--- src/shared/dram_ctrl_pkg.sv ---
// Package: constants and carrier types for the dynamic RAM controller
package dram_ctrl_pkg;

  // ==========================================================
  // Address geometry
  localparam int ADDR_W     = 14;
  localparam int ROW_W      = 7;
  localparam int COL_W      = 7;
  localparam int ROW_COUNT  = 128;
  localparam int ROW_LSB    = 7;

  // ==========================================================
  // Timing
  localparam int CLK_PERIOD_PS   = 4000;
  localparam int REFRESH_MS      = 2;
  localparam int REFRESH_WIN_CYC = (REFRESH_MS * 1000000000) / CLK_PERIOD_PS;
  // Longest spacing rounds down so every row fits inside the window
  localparam int REFRESH_GAP_CYC = REFRESH_WIN_CYC / ROW_COUNT;
  localparam int SETUP_CYC       = 2;
  localparam int STROBE_CYC      = 4;
  localparam int PRECHARGE_CYC   = 3;

  // ==========================================================
  // Request carrier from the user side
  typedef struct packed {
    logic              write;
    logic [ADDR_W-1:0] addr;
    logic              data;
  } dram_req_t;

  // Pins toward the memory chips
  typedef struct packed {
    logic             row_strobe;
    logic             col_strobe;
    logic             write_en;
    logic [ROW_W-1:0] addr;
    logic             data;
  } dram_pins_t;

endpackage

--- src/dram_ctrl.sv ---
// Controller that drives a 16K x 1 dynamic RAM through its strobe pins
//
// Function
// - 14-bit address sent as two halves
// - Row half presented, then row strobe asserted
// - Column half then column strobe follows
// - Write uses same sequence, write asserted
// - All 128 rows refreshed every 2 ms
// - Transfers marked by handshake, not timing
// - Requester waits for each module's completion
// - Refresh beats user request on conflict
`timescale 1ns/1ps
`default_nettype none

module dram_ctrl
  import dram_ctrl_pkg::*;
#(
  parameter int REFRESH_GAP = REFRESH_GAP_CYC
)
(
  input  wire logic                      i_clk,
  input  wire logic                      i_srst,
  input  wire logic                      i_req_valid,
  input  wire dram_ctrl_pkg::dram_req_t  i_req,
  output logic                           o_req_ready,
  output logic                           o_rsp_valid,
  output logic                           o_rsp_data,
  output logic                           o_refresh_active,
  output dram_ctrl_pkg::dram_pins_t      o_pins,
  input  wire logic                      i_dout
);
  import dram_ctrl_pkg::*;

  // ==========================================================
  // States
  typedef enum logic [6:0] {
    ST_IDLE  = 7'b0000001,
    ST_RSET  = 7'b0000010,
    ST_RAS   = 7'b0000100,
    ST_CSET  = 7'b0001000,
    ST_CAS   = 7'b0010000,
    ST_PRE   = 7'b0100000,
    ST_DONE  = 7'b1000000
  } state_t;

  localparam int CNT_W = 32;

  state_t           state;
  state_t           next_state;
  logic [CNT_W-1:0] timer;
  logic [CNT_W-1:0] next_timer;
  logic [CNT_W-1:0] ref_cnt;
  logic [CNT_W-1:0] next_ref_cnt;
  logic             ref_pend;
  logic             next_ref_pend;
  logic             is_refresh;
  logic             next_is_refresh;
  logic [ROW_W-1:0] ref_row;
  logic [ROW_W-1:0] next_ref_row;
  dram_req_t        cur;
  dram_req_t        next_cur;
  dram_pins_t       pins;
  dram_pins_t       next_pins;
  logic             rsp_v;
  logic             next_rsp_v;
  logic             rsp_d;
  logic             next_rsp_d;
  logic             dout_meta;
  logic             dout_sync;

  // ==========================================================
  // Pin input synchroniser; the chip is clockless to us
  always_ff @(posedge i_clk)
  begin
    if (i_srst)
    begin
      dout_meta <= 1'b0;
      dout_sync <= 1'b0;
    end
    else
    begin
      dout_meta <= i_dout;
      dout_sync <= dout_meta;
    end
  end

  // Row half and column half of a full address
  function automatic logic [ROW_W-1:0] row_of(input logic [ADDR_W-1:0] a);
    row_of = a[ADDR_W-1:ROW_LSB];
  endfunction

  function automatic logic [COL_W-1:0] col_of(input logic [ADDR_W-1:0] a);
    col_of = a[COL_W-1:0];
  endfunction

  // ==========================================================
  // Sequencer: next state
  always_comb
  begin
    next_state      = state;
    next_timer      = timer;
    next_ref_pend   = ref_pend;
    next_is_refresh = is_refresh;
    next_ref_row    = ref_row;
    next_cur        = cur;
    next_pins       = pins;
    next_rsp_v      = 1'b0;
    next_rsp_d      = rsp_d;
    // Refresh interval timer; the pending flag set wins over its clear
    if (ref_cnt >= CNT_W'(REFRESH_GAP - 1))
    begin
      next_ref_cnt  = '0;
      next_ref_pend = 1'b1;
    end
    else
    begin
      next_ref_cnt = ref_cnt + CNT_W'(1);
    end
    if (timer != '0)
    begin
      next_timer = timer - CNT_W'(1);
    end
    case (state)
      ST_IDLE:
      begin
        // Refresh first, user access only when none is owed
        if (ref_pend)
        begin
          next_is_refresh = 1'b1;
          if (!(ref_cnt >= CNT_W'(REFRESH_GAP - 1)))
          begin
            next_ref_pend = 1'b0;
          end
          next_pins.addr  = ref_row;
          next_timer      = CNT_W'(SETUP_CYC - 1);
          next_state      = ST_RSET;
        end
        else if (i_req_valid)
        begin
          next_is_refresh   = 1'b0;
          next_cur          = i_req;
          next_pins.addr    = row_of(i_req.addr);
          next_pins.write_en = i_req.write;
          next_pins.data    = i_req.data;
          next_timer        = CNT_W'(SETUP_CYC - 1);
          next_state        = ST_RSET;
        end
      end
      ST_RSET:
      begin
        // Address held a setup time before the strobe rises
        if (timer == '0)
        begin
          next_pins.row_strobe = 1'b1;
          next_timer           = CNT_W'(STROBE_CYC - 1);
          next_state           = ST_RAS;
        end
      end
      ST_RAS:
      begin
        if (timer == '0)
        begin
          if (is_refresh)
          begin
            // Row phase only, no column strobe
            next_pins.row_strobe = 1'b0;
            next_ref_row         = ref_row + ROW_W'(1);
            next_timer           = CNT_W'(PRECHARGE_CYC - 1);
            next_state           = ST_PRE;
          end
          else
          begin
            next_pins.addr = col_of(cur.addr);
            next_timer     = CNT_W'(SETUP_CYC - 1);
            next_state     = ST_CSET;
          end
        end
      end
      ST_CSET:
      begin
        if (timer == '0)
        begin
          next_pins.col_strobe = 1'b1;
          next_timer           = CNT_W'(STROBE_CYC - 1);
          next_state           = ST_CAS;
        end
      end
      ST_CAS:
      begin
        // Data captured at the end so the synchroniser has settled
        if (timer == '0)
        begin
          next_rsp_d           = dout_sync;
          next_pins.col_strobe = 1'b0;
          next_pins.row_strobe = 1'b0;
          next_pins.write_en   = 1'b0;
          next_timer           = CNT_W'(PRECHARGE_CYC - 1);
          next_state           = ST_PRE;
        end
      end
      ST_PRE:
      begin
        if (timer == '0)
        begin
          next_state = ST_DONE;
        end
      end
      ST_DONE:
      begin
        // Completion handshake; requester waits for it
        next_rsp_v = !is_refresh;
        next_state = ST_IDLE;
      end
      default:
      begin
        next_state = ST_IDLE;
      end
    endcase
  end

  // ==========================================================
  // Sequencer registers
  always_ff @(posedge i_clk)
  begin
    if (i_srst)
    begin
      state      <= ST_IDLE;
      timer      <= '0;
      ref_cnt    <= '0;
      ref_pend   <= 1'b0;
      is_refresh <= 1'b0;
      ref_row    <= '0;
      cur        <= '0;
      pins       <= '0;
      rsp_v      <= 1'b0;
      rsp_d      <= 1'b0;
    end
    else
    begin
      state      <= next_state;
      timer      <= next_timer;
      ref_cnt    <= next_ref_cnt;
      ref_pend   <= next_ref_pend;
      is_refresh <= next_is_refresh;
      ref_row    <= next_ref_row;
      cur        <= next_cur;
      pins       <= next_pins;
      rsp_v      <= next_rsp_v;
      rsp_d      <= next_rsp_d;
    end
  end

  // ==========================================================
  // Outputs
  assign o_req_ready      = (state == ST_IDLE) && !ref_pend;
  assign o_rsp_valid      = rsp_v;
  assign o_rsp_data       = rsp_d;
  assign o_refresh_active = is_refresh && (state != ST_IDLE);
  assign o_pins           = pins;

endmodule

`default_nettype wire

--- config.mk ---
export PLATFORM = sky130hd
export DESIGN_NAME = dram_ctrl
export DESIGN_NICKNAME = d
export VERILOG_FILES = /design/src/shared/dram_ctrl_pkg.sv /design/src/dram_ctrl.sv
export SDC_FILE = /design/constraint.sdc
export NUM_CORES = 1
export LEC_CHECK = 0
export BUFFER_PORTS_ARGS = -buffer_cell sky130_fd_sc_hd__buf_4
export CORE_AREA = 4 4 114 116
export DETAILED_ROUTE_END_ITERATION = 8
export DIE_AREA = 0 0 118 120
export GPL_TIMING_DRIVEN = 0
export PLACE_DENSITY = 0.62
export SLEW_MARGIN = 20
export SYNTH_ARGS = -nofsm -noshare
export SYNTH_HDL_FRONTEND = slang
export SYNTH_SLANG_ARGS = --single-unit
--- constraint.sdc ---
create_clock -name i_clk -period 3.8 [get_ports i_clk]
set_input_delay 0 -clock i_clk [delete_from_list [all_inputs] [get_ports i_clk]]
set_output_delay 0 -clock i_clk [all_outputs]
set_load 0.1 [all_outputs]
---- Word level (Yosys, flattened, before mapping) ----
Index checks and enable logic that the tools add are counted.
storage, ports and cells
  bits in registers ....................... 102
  input port bits ......................... 20
  logic and storage cells ................. 99
operators by class
  add/subtract/negate cells ............... 3
  magnitude comparators ................... 1
  equality and inequality tests ........... 18
  mux-type cells .......................... 36
  bitwise operators ....................... 2
  reductions and logical operators ........ 23
operators with widths
  operator                                                                 count
  32-bit two-way mux                                                       6
  32-bit case mux with 4 select lines                                      1
  7-bit two-way mux                                                        10
  7-bit case mux with 6 select lines                                       1
  32-bit by 1-bit adder with 32-bit output, second input constant          1
  32-bit by 12-bit >= comparator with 1-bit output, second input constant  1
  32-bit zero test                                                         1
  32-bit nonzero test                                                      1
  32-bit by 1-bit subtractor with 32-bit output, second input constant     1
  2-bit inequality test, second input constant                             9
  7-bit case mux with 2 select lines                                       1
  1-bit two-way mux                                                        10
  9-bit two-way mux                                                        1
  3-bit AND reduction                                                      3
  4-bit AND reduction                                                      2
  2-bit nonzero test                                                       4
  7-bit by 1-bit adder with 7-bit output, second input constant            1
  7-bit by 1-bit equality test with 1-bit output, second input constant    1
  7-bit by 2-bit equality test with 1-bit output, second input constant    1
  7-bit by 3-bit equality test with 1-bit output, second input constant    1
  7-bit by 4-bit equality test with 1-bit output, second input constant    1
  7-bit by 5-bit equality test with 1-bit output, second input constant    1
  7-bit by 6-bit equality test with 1-bit output, second input constant    1
  7-bit equality test, second input constant                               1
  other kinds (15)                                                         22

---- Logic depth before layout (Yosys ltp) ----
Gate-level depths: netlist (run 1).
  depth after elaboration ................. 5
  depth in mapped cells ................... 12
  gate-level depth less buffers ........... 11

---- Worst setup path before layout (run 1) ----
Ideal clock, no wire load.
  path kind ............................... flip-flop to output port
  start point ............................. register state[1]
  end point ............................... output o_req_ready
  arrival time ............................ 2.678 ns
  path slack .............................. 1.122 ns
  stages on the path, launching flop included .. 5
  buffers on the path ..................... 1
  path through ............................ dfxtp_1 buf_2 or4_4 or3_1 nor2_1
on the way
  word-level cells in the longest chain between the ends .. 2
RTL lines
  item                                            RTL line          RTL
  from (decl)                                     dram_ctrl.sv:48   state_t state;
  from (signal assigned)                          dram_ctrl.sv:240  state <= next_state;
  7-bit by 1-bit equality test with 1-bit output  dram_ctrl.sv:255  assign o_req_ready = (state == ST_IDLE) && !ref_pend;
  1-bit logical AND                               dram_ctrl.sv:255
  to (decl)                                       dram_ctrl.sv:25   output logic o_req_ready,
Every way passes these cells.

---- Final worst setup path (run 1) ----
  start point ............................. register timer[6]
  end point ............................... register timer[0]
on the way
  word-level cells in the longest chain between the ends .. 5
RTL lines
  item                                   RTL line          RTL
  from (decl)                            dram_ctrl.sv:50   logic [CNT_W-1:0] timer;
  from (signal assigned)                 dram_ctrl.sv:241  timer <= next_timer;
  32-bit nonzero test                    dram_ctrl.sv:119  if (timer != '0)
  32-bit two-way mux                     dram_ctrl.sv:119
  32-bit two-way mux                     dram_ctrl.sv:138  else if (i_req_valid)
  32-bit two-way mux                     dram_ctrl.sv:127  if (ref_pend)
  32-bit case mux with 4 select lines *  dram_ctrl.sv:123  case (state)
Every way passes the cells marked *; elsewhere a longest branch is shown, timed or not.
A chain may end at the register's enable or synchronous reset.

==> results by group, run 1 <==
Worst setup path
  – Critical path class: flip-flop to flip-flop
  – Critical Path End Type: flip-flop
  – Worst Path Required: 4.06 ns
  – R2r setup slk: roughly 0.73 ns
  – Worst endpoint data arrival time: 3.32 ns
  – Critical path startpoint category: flip-flop
  – CP max FO: 5
  – R2r startpoint: timer[6]
  – Worst setup startpoint: timer[6]
  – Critical R2R Capture: timer[0]
  – Worst r2r path cells: 11

Logic synthesis
  – Largest family of logic cells by synthesized area: simple AND/OR/NAND/NOR gates
  – Synth Area in XOR/XNOR: 4.30%
  – Synth Area in Compound Gates: between 10% and 20%
  – Syn Std Cell Area: 4690 um2
  – Cell variety after synth: 57
  – Syn Area/Cell: 8.81 um2
  – Adder and majority gate portion of the synthesized area: ~1.9%
  – Yosys top cell area share: 43.6%
  – Synth Area in Simple Gates: 27.4%
  – Post-Synthesis Cells: 532
  – Synth area leaders: dfxtp_1 44%, a21oi_1 4.5%, nor2_1 4.2%, nor4_1 2.9%, nand2_1 2.4%
  – Post-synthesis mux area share: between 2 and 2.5%
  – FFs w/ async S/R, synth: 0%
  – Yosys warning total: 0
  – Synthesis-stage register bit count: 102
  – Top post-synthesis cells by count: 102 x dfxtp_1, 53 x nor2_1, 42 x a21oi_1
  – Most used DFF post-synth: dfxtp_1
  – Most instantiated library cell after synthesis: dfxtp_1
  – Post-synthesis sequential area ratio: 43.6%
  – Number of flops mapped to enable cells by yosys: 0
  – Yosys top cell by area: dfxtp_1

Final layout
  – Post-layout util: 47.3%
  – Share of layout cells above drive strength 1: 12.1%
  – FILL cells: 1162
  – Layout net count: 636
  – N_diodes: 0
  – Area delta synth->final: 20.2%
  – Fin area: about 5600 um2

Power and ir drop
  – Power per cell area: 753 nW/um2
  – Peak VDD IR: roughly 0.32 mV
  – Leakage Power: 2.13 nW

Floorplanning
  – Initial Util: 39.4%
  – Core Area: 11900 um2
  – Die X: 118 um
  – Die area: between 10000 and 15000 um2
  – Die Ht: 120 um
  – Std-Cell Rows: 40
  – Boundary Pins: 35

Global route
  – Vias in the first global route: 4091
  – Grt ovf: 0
  – Largest net degree at the start of global routing: 18
  – Total track usage: 17.6%
  – Global-route wire length before repair: approximately 20 mm
  – Antenna violations before repair: 0

STA
  – Worst hold slack: around 0.19 ns
  – Post-route minimum period: 3.07 ns
  – Least-Margin Pin Slew: 0.722 ns
  – Fin crit share: 80.7%
  – Final setup margin: 0.732 ns
  – Unrepaired setup endpoints after global routing: false
  – TNS Setup: 0 ns
  – Slew Limit Headroom: between 50% and 60%
  – Final Hold Viols: 0
  – Setup Viol. Count Final: 0
  – F_max: 0.326 GHz
  – Layout Skew: 0.0166 ns
  – Final slew viol count: 0

Hold path
  – Hold crit path type: input port to flip-flop
  – Hold path startpoint: i_req[10]
  – Hold Path Sink: o_pins[3]
  – Hold Path Cell Cnt: 5

Drt
  – Post-route DRC violation count: 0
  – Via/cell ratio: between 5 and 6
  – First-pass DRT Iterations: 5
  – Routed WL: 11.9 mm
  – Final ANT Viol Nets: 0
  – Via count of the routed design: 4253
  – Iter 0 DRT Violations: 354
  – Drt wl/cell: 15.7 um

Clocking
  – CTS Sinks: 102
  – Clock Latency Late Sink: approximately 0.35 ns
  – Clk root buf: clkbuf_16
  – CTS tree: done
  – Clock-pin transition on the worst setup and hold timing paths: 0.08 ns
  – H-tree lvl count: 3
  – CTS max path bufs: 2
  – TritonCTS buffer count: 9

Placed design
  – Number of port buffers: 34
  – Post-DP Area: 5200 um2
  – Gp weighted congestion: 0.850
  – Place WS: 0.783 ns
  – Post-detailed-placement half-perimeter wirelength: 8.52 mm

Status
  – Status: finished, final reports clean

Run
  – Total of max-cap violations: 0
==> registers in the layout (all words and copies together) (netlist names) <==
register     cells
ref_cnt         32
timer           32
o_pins          11
cur              7
ref_row          7
state            7
dout_meta        1
dout_sync        1
is_refresh       1
o_rsp_data       1
o_rsp_valid      1
ref_pend         1
==> repair_timing <==
item	in CTS	in global routing
hold endpoints to repair	12	0
buffers inserted	0	0
hold buffers	13	0
gates resized for setup	0	0
==> area by class of cell <==
class,instances,area [um2],share of cell area [%]
tap,147,184,3.26
buffer,31,144,2.55
clock buffer,10,239,4.24
multi-input combinational,400,2510,44.5
clock inverter,6,66.3,1.18
timing repair buffer,47,385,6.84
inverter,18,67.6,1.20
sequential,102,2040,36.2
==> cell usage in the layout, fill, tap and decap left out, drive strengths merged, types with 2 or more instances in the layout <==
| cell | count |
|---|---|
| and2 | 2 |
| inv | 20 |
| a211oi | 4 |
| dlygate4sd3 | 13 |
| xnor2 | 12 |
| clkbuf | 30 |
| or4 | 18 |
| or3 | 18 |
| nand2b | 4 |
| clkinv | 3 |
| o211ai | 4 |
| buf | 44 |
| nand3b | 2 |
| or2 | 2 |
| o31ai | 8 |
| nand2 | 30 |
| nand4 | 11 |
| nor2 | 53 |
| nand3 | 19 |
| and4 | 3 |
| a211o | 2 |
| a21o | 2 |
| o41ai | 10 |
| a21oi | 42 |
| a22oi | 8 |
| and3 | 3 |
| or4b | 9 |
| dfxtp | 102 |
| nor2b | 6 |
| a221oi | 3 |
| a2111oi | 3 |
| mux2i | 11 |
| o21ai | 20 |
| ha | 7 |
| xor2 | 11 |
| a31oi | 6 |
| nor3 | 14 |
| nor4 | 24 |
| conb | 20 |
==> cells by family (layout without fill, tap and decap cells) <==
logic type	after synthesis	after routing
multiplexers	11	11
XOR/XNOR	23	23
AND/OR/NAND/NOR	223	223
buffers and inverters	49	112
other	1	20
adder cells (fa/ha/maj)	7	7
AO/OA/AOI/OAI	116	116
flip-flops	102	102
==> worst max path at each step <==
| stage | endpoint | cells after the start |
|---|---|---|
| floorplan | o_req_ready | 4 |
| global placement | timer[0] | 11 |
| detailed placement | timer[0] | 11 |
| CTS | timer[0] | 11 |
| global route | timer[0] | 11 |
| finish | timer[0] | 11 |
==> routing by layer <==
layer  wire length [um]  up-vias  global-route usage (%)
met5                  0        -                       0
met4                213        0                    6.37
met3                570       19                    3.91
li1                   -     2115                       -
met2               5500      109                    27.6
met1               5630     2010                    23.7
==> per-stage QoR <==
stage | power, W | cells
final | 0.00424 | 761
after floorplan | 0.00278 | 551
after global placement | 0.00327 | 732
after CTS | 0.00427 | 761
after global routing | 0.00454 | 761
after detailed placement | 0.00329 | 732
==> report_power, final <==
| part | internal [W] | switching [W] |
|---|---|---|
| logic | 0.000660 | 0.00133 |
| clock network | 0.000533 | 0.000414 |
| registers | 0.00119 | 0.000115 |
==> critical path, cell delays in order (launching register included) <==
cell,delay (ns)
dfxtp_1,0.34
nor4_1,0.52
nand2_1,0.22
or3_1,0.42
nor4_1,0.28
nand3_1,0.16
ha_1,0.22
nor2_1,0.13
a221oi_1,0.10
nor4_1,0.27
a21oi_1,0.07
a221oi_1,0.25
No activity file was read; power rests on OpenSTA's default activity.
==> run 2, diff against run 1 <==
- PLACE_DENSITY: 0.62 -> 0.64
- clock period: 3.8 -> 2.55 ns (I/O delays scaled with it)
==> results by group, run 2 (same netlist as run 1, synthesis figures left out) <==
Status
  – Status: complete, but fails checks
  – Failing checks: negative setup slack

Hold path
  – Hold crit path type: input port to flip-flop
  – Hold Path Cell Cnt: 5 (unchanged)

Worst setup path
  – Critical path class: flip-flop to flip-flop
  – Critical path startpoint category: flip-flop
  – Worst endpoint data arrival time: 2.85 ns (-0.47 ns)
  – Worst r2r path cells: 7 (-4)
  – Worst Path Required: 2.84 ns (-1.22 ns)
  – Critical Path End Type: flip-flop
  – CP max FO: 10 (+5)

Clocking
  – Clock-pin transition on the worst setup and hold timing paths: 0.07 ns (about the same)
  – Clk root buf: clkbuf_16
  – TritonCTS buffer count: 9 (unchanged)
  – Clock Latency Late Sink: 0.36 ns (about the same)
  – H-tree lvl count: 3 (unchanged)
  – CTS tree: done
  – CTS max path bufs: 2 (unchanged)
  – CTS Sinks: 102 (unchanged)

Run
  – Total of max-cap violations: 0 (unchanged)

STA
  – F_max: 0.391 GHz (+20%)
  – Final slew viol count: 0 (unchanged)
  – Final Hold Viols: 0 (unchanged)
  – TNS Setup: -0.00894 ns (-0.00894 ns)
  – Layout Skew: 0.00699 ns (-0.00965 ns)
  – Setup Viol. Count Final: 1 (+1)
  – Unrepaired setup endpoints after global routing: true
  – Least-Margin Pin Slew: 0.748 ns (+0.0257 ns)
  – Final setup margin: -0.00894 ns (-0.741 ns)
  – Slew Limit Headroom: 49.8% (-2.0 points)
  – Post-route minimum period: 2.56 ns (-0.509 ns)
  – Fin crit share: 100% (+20 points)

Floorplanning
  – Die X: 118 um (unchanged)
  – Initial Util: 39.4% (unchanged)
  – Core Area: 11900 um2 (unchanged)
  – Boundary Pins: 35 (unchanged)
  – Die area: 14200 um2 (unchanged)
  – Std-Cell Rows: 40 (unchanged)
  – Die Ht: 120 um (unchanged)

Global route
  – Global-route wire length before repair: 20.7 mm (+2.7%)
  – Total track usage: 17.9% (+0.39 points)
  – Grt ovf: 0 (unchanged)
  – Largest net degree at the start of global routing: 21 (+3)
  – Vias in the first global route: 4187 (+2.3%)
  – Antenna violations before repair: 0 (unchanged)

Drt
  – Iter 0 DRT Violations: 345 (-2.5%)
  – Final ANT Viol Nets: 0 (unchanged)
  – Met3 WL: 662 um (+16%)
  – First-pass DRT Iterations: 5 (unchanged)
  – Via/cell ratio: 5.65 (+1.0%)
  – Routed WL: 12.4 mm (+3.8%)
  – Met1 wire length: 5.54 mm (-1.6%)
  – Via count of the routed design: 4382 (+3.0%)
  – Highest Signal Layer: met4
  – Routed wl met2: 5.89 mm (+7.0%)
  – Drt wl/cell: 15.9 um (+1.8%)
  – Post-route DRC violation count: 0 (unchanged)

Final layout
  – Area of the multi-input gates: 2650 um2 (+5.7%)
  – Commonest non-fill, non-tap cell in the layout: dfxtp_1
  – Most frequent cells in the layout: 101 x dfxtp_1, 54 x buf_4, 50 x nor2_1, 42 x a21oi_1, 29 x nand2_1
  – N_diodes: 0 (unchanged)
  – Register area: 2050 um2 (+0.18%)
  – Post-layout util: 49.6% (+2.3 points)
  – Fin area: 5910 um2 (+4.9%)
  – Layout net count: 651 (+2.4%)
  – Share of layout cells above drive strength 1: 18.4% (+6.4 points)
  – Final std cells w/o fill: 776 (+2.0%)
  – Area delta synth->final: 26.1%
  – FILL cells: 1143 (-1.6%)

Power and ir drop
  – Power per cell area: 1150 nW/um2 (+53%)
  – Leakage Power: 2.24 nW (+5.4%)
  – Peak VDD IR: 0.634 mV (+100%)

Placed design
  – Post-detailed-placement half-perimeter wirelength: 8.44 mm (-0.85%)
  – Post-DP Area: 5210 um2 (+0.17%)
  – Place WS: -0.380 ns (-1.16 ns)
  – Post-Place Cells: 732 (unchanged)
  – Gp weighted congestion: 0.879 (+3.5%)
  – Number of port buffers: 34 (unchanged)
-- run 2: cell types whose count changed in the layout (fill, tap and decap cells not counted), sizes merged --
cell / previous run / this run
bufinv: 1 / 0
buf: 44 / 60
clkinvlp: 0 / 2
clkbuf: 30 / 28
-- run 2: final timing paths --
| check | from | end | slack (ns) |
|---|---|---|---|
| worst max-delay path | timer[10] | o_pins[7] | -0.009 |
| worst min-delay path | i_req[13] | o_pins[6] | 0.19 |
| worst max register to register | timer[10] | o_pins[7] | -0.009 |
| worst min register to register | dout_meta | dout_sync | 0.44 |
-- run 2: report_power, final --
group / internal [W] / leakage, nW / switching (W) / total [W]
logic: 0.00132 / 1.27 / 0.00215 / 0.00347
clock network: 0.000696 / 0.142 / 0.000679 / 0.00137
registers: 0.00178 / 0.835 / 0.000192 / 0.00197
-- run 2: layout make-up --
type	count	share of cell area, %
tap	147	3.11
buffer	29	2.50
multi-input combinational	400	44.8
timing repair buffer	64	8.68
clock buffer	9	3.81
inverter	18	1.14
sequential	102	34.6
clock inverter	7	1.33
-- run 2: metal layers --
| metal | GRT usage, % | up-vias |
|---|---|---|
| met5 | 0 | - |
| met4 | 6.45 | 0 |
| met3 | 4.81 | 34 |
| met2 | 29.5 | 133 |
| met1 | 22.7 | 2073 |
| li1 | - | 2142 |
-- run 2: through the flow --
stage	hold WS, ns	power (W)
floorplan	0.128	0.00416
CTS	0.167	0.00657
global route	0.224	0.00725
global placement	0.214	0.00484
detailed placement	0.217	0.00489
finish	0.192	0.00682
-- run 2: repair_timing --
action | CTS | global route
endpoints found under the setup margin | 45 | 50
setup buffers | 9 | 8
endpoints found under the hold margin | 12 | 0
pin swaps | 7 | 9
hold buffers | 13 | 0
gates resized for setup | 19 | 17
-- run 2: critical path, stage by stage (launching register included) --
cell and delay (ns):
dfxtp_1 0.38, or4_1 0.66, nor4_4 0.29, buf_4 0.18
a31oi_4 0.13, buf_6 0.18, or4b_1 0.53, a21oi_1 0.14
==> run 3, diff against run 2 <==
- PLACE_DENSITY: 0.64 -> not set
- PLACE_DENSITY_LB_ADDON: not set -> 0.15
==> results by group, run 3 (same netlist as run 1, synthesis figures left out) <==
Status
  – Status: complete, but fails checks
  – Failing checks: negative setup slack

STA
  – Unrepaired setup endpoints after global routing: true
  – Setup Viol. Count Final: 1 (unchanged)
  – Final setup margin: -0.00226 ns (+0.00668 ns)
  – Slew Limit Headroom: 53.8% (+4.0 points)
  – Fin crit share: 100% (-0.26 points)
  – Least-Margin Pin Slew: 0.688 ns (-0.0593 ns)
  – Final slew viol count: 0 (unchanged)
  – Post-route minimum period: 2.55 ns (-0.00668 ns)
  – Layout Skew: 0.0116 ns (+0.00463 ns)
  – Final Hold Viols: 0 (unchanged)
  – F_max: 0.392 GHz (+0.26%)

Final layout
  – FILL cells: 1167 (+2.1%)
  – Layout net count: 650 (-0.15%)
  – N_diodes: 0 (unchanged)
  – Commonest non-fill, non-tap cell in the layout: dfxtp_1
  – Area delta synth->final: 26.0% (about the same)
  – Most frequent cells in the layout: 98 x dfxtp_1, 51 x buf_4, 50 x nor2_1, 42 x a21oi_1, 29 x nand2_1
  – Share of layout cells above drive strength 1: 18.5% (+0.029 points)
  – Final std cells w/o fill: 775 (-0.13%)

Floorplanning
  – Std-Cell Rows: 40 (unchanged)
  – Boundary Pins: 35 (unchanged)
  – Die Ht: 120 um (unchanged)
  – Core Area: 11900 um2 (unchanged)
  – Die area: 14200 um2 (unchanged)
  – Initial Util: 39.4% (unchanged)
  – Die X: 118 um (unchanged)

Clocking
  – CTS tree: done
  – Clk root buf: clkbuf_16
  – CTS max path bufs: 2 (unchanged)
  – Clock-pin transition on the worst setup and hold timing paths: 0.08 ns (about the same)
  – CTS Sinks: 102 (unchanged)
  – TritonCTS buffer count: 9 (unchanged)
  – H-tree lvl count: 3 (unchanged)
  – Clock Latency Late Sink: 0.36 ns (about the same)

Worst setup path
  – Largest stage delay, worst path: 0.37 ns (-0.29 ns)
  – Worst Path Required: 2.83 ns (about the same)
  – Crit path max-delay cell type: or3_4
  – Critical path class: flip-flop to flip-flop
  – Worst setup startpoint: timer[6]
  – R2r startpoint: timer[6]
  – Critical Path End Type: flip-flop
  – Worst endpoint data arrival time: 2.83 ns (-0.02 ns)
  – Worst r2r path cells: 11 (+4)
  – Critical path startpoint category: flip-flop
  – Worst-path cell chain: nor4_4 -> nand2_2 -> or3_4 -> nor4_4 -> nand3_1 -> ha_1 -> nor2_2 -> a21oi_1 -> nor4_1 -> a21oi_1 -> a221oi_2
  – CP max FO: 4 (-6)

Power and ir drop
  – Clock power frac: 20.6% (+0.5 points)
  – Reg power frac: 29.2% (+0.3 points)
  – Power per cell area: 1140 nW/um2 (-0.94%)
  – Leakage Power: 2.24 nW (-0.12%)
  – Pint: 0.00376 W (-0.89%)
  – Switching share of total power: 44.3% (-0.064 points)
  – Peak VDD IR: 0.585 mV (-7.7%)
  – Logic pwr share: 50.1% (-0.8 points)
  – Tot Pwr: 0.00675 W (-1.0%)
  – Sw Pwr: 0.00299 W (-1.1%)

Hold path
  – Hold Path Cell Cnt: 5 (unchanged)
  – Hold path startpoint: i_req[10]
  – Hold crit path type: input port to flip-flop

Drt
  – Routed WL: 12.1 mm (-1.9%)
  – Final ANT Viol Nets: 0 (unchanged)
  – Via/cell ratio: 5.51 (-2.4%)
  – Drt wl/cell: 15.7 um (-1.7%)
  – Post-route DRC violation count: 0 (unchanged)
  – First-pass DRT Iterations: 5 (unchanged)
  – Via count of the routed design: 4272 (-2.5%)
  – Iter 0 DRT Violations: 307 (-11%)

Placed design
  – Post-detailed-placement half-perimeter wirelength: 8.32 mm (-1.5%)
  – Gp weighted congestion: 0.877 (-0.20%)
  – Place WS: -0.361 ns (+0.0186 ns)
  – Post-Place Cells: 732 (unchanged)
  – Number of port buffers: 34 (unchanged)

Global route
  – Antenna violations before repair: 0 (unchanged)
  – Global-route wire length before repair: 20.7 mm (unchanged)
  – Total track usage: 17.8% (-0.13 points)
  – Vias in the first global route: 4156 (-0.74%)
  – Largest net degree at the start of global routing: 22 (+4.8%)
  – Grt ovf: 0 (unchanged)

Run
  – Total of max-cap violations: 0 (unchanged)
run 3: per-stage QoR:
step / hold slack [ns] / TNS, ns / instance area [um2] / utilization (%)
after detailed placement: 0.226 / -11.12 / 5210 / 43.7
after CTS: 0.171 / -0.0138 / 5790 / 48.6
after global placement: 0.219 / -11.57 / 5210 / 43.7
after floorplan: 0.128 / 0 / 4770 / -
final: 0.191 / -0.00226 / 5910 / 49.6
after global routing: 0.252 / -0.157 / 5910 / 49.6
run 3: final timing paths:
kind                      to  slack (ns)
setup / recovery    timer[0]      -0.002
hold / removal     o_pins[3]        0.19
setup reg to reg    timer[0]      -0.002
hold reg to reg   o_rsp_data        0.47
run 3: per-layer routing:
metal	part of all wire, %	GRT usage [%]	up-vias
li1	-	-	2141
met5	0	0	-
met3	4.9	3.77	18
met2	47	28.3	94
met1	47	24.1	2019
met4	1.7	5.93	0
run 3: layout make-up:
class | count | area (um2) | share of cell area [%]
sequential | 102 | 2050 | 34.6
buffer | 29 | 153 | 2.58
inverter | 18 | 67.6 | 1.14
tap | 147 | 184 | 3.11
clock buffer | 9 | 225 | 3.81
clock inverter | 7 | 90.1 | 1.52
multi-input combinational | 400 | 2630 | 44.5
timing repair buffer | 63 | 515 | 8.73
run 3: repair_timing:
item                                    in CTS  in global routing
pin swaps                                    8                  3
endpoints found under the hold margin       15                  0
resized for setup                           18                 21
hold buffers                                13                  0
gates cloned                                 0                  1
endpoints found under the setup margin      44                 51
buffers inserted                             9                  6
run 3: worst max-delay path: cells and delay by family (launching register included):
| kind | cells | cell delay, ns |
|---|---|---|
| AOI/OAI and AO/OA | 3 | 0.38 |
| adders and majority gates | 1 | 0.22 |
| DFF | 1 | 0.35 |
| and+or+nand+nor | 7 | 1.53 |
run 3: power by group through the flow:
stage	combinational [W]	sequential (W)	clock, W
2_1_floorplan	0.00207	0.00208	0
3_3_place_gp	0.00290	0.00198	0
5_1_grt	0.00372	0.00200	0.00151
3_5_place_dp	0.00292	0.00198	0
6_report	0.00338	0.00197	0.00139
4_1_cts	0.00320	0.00196	0.00145
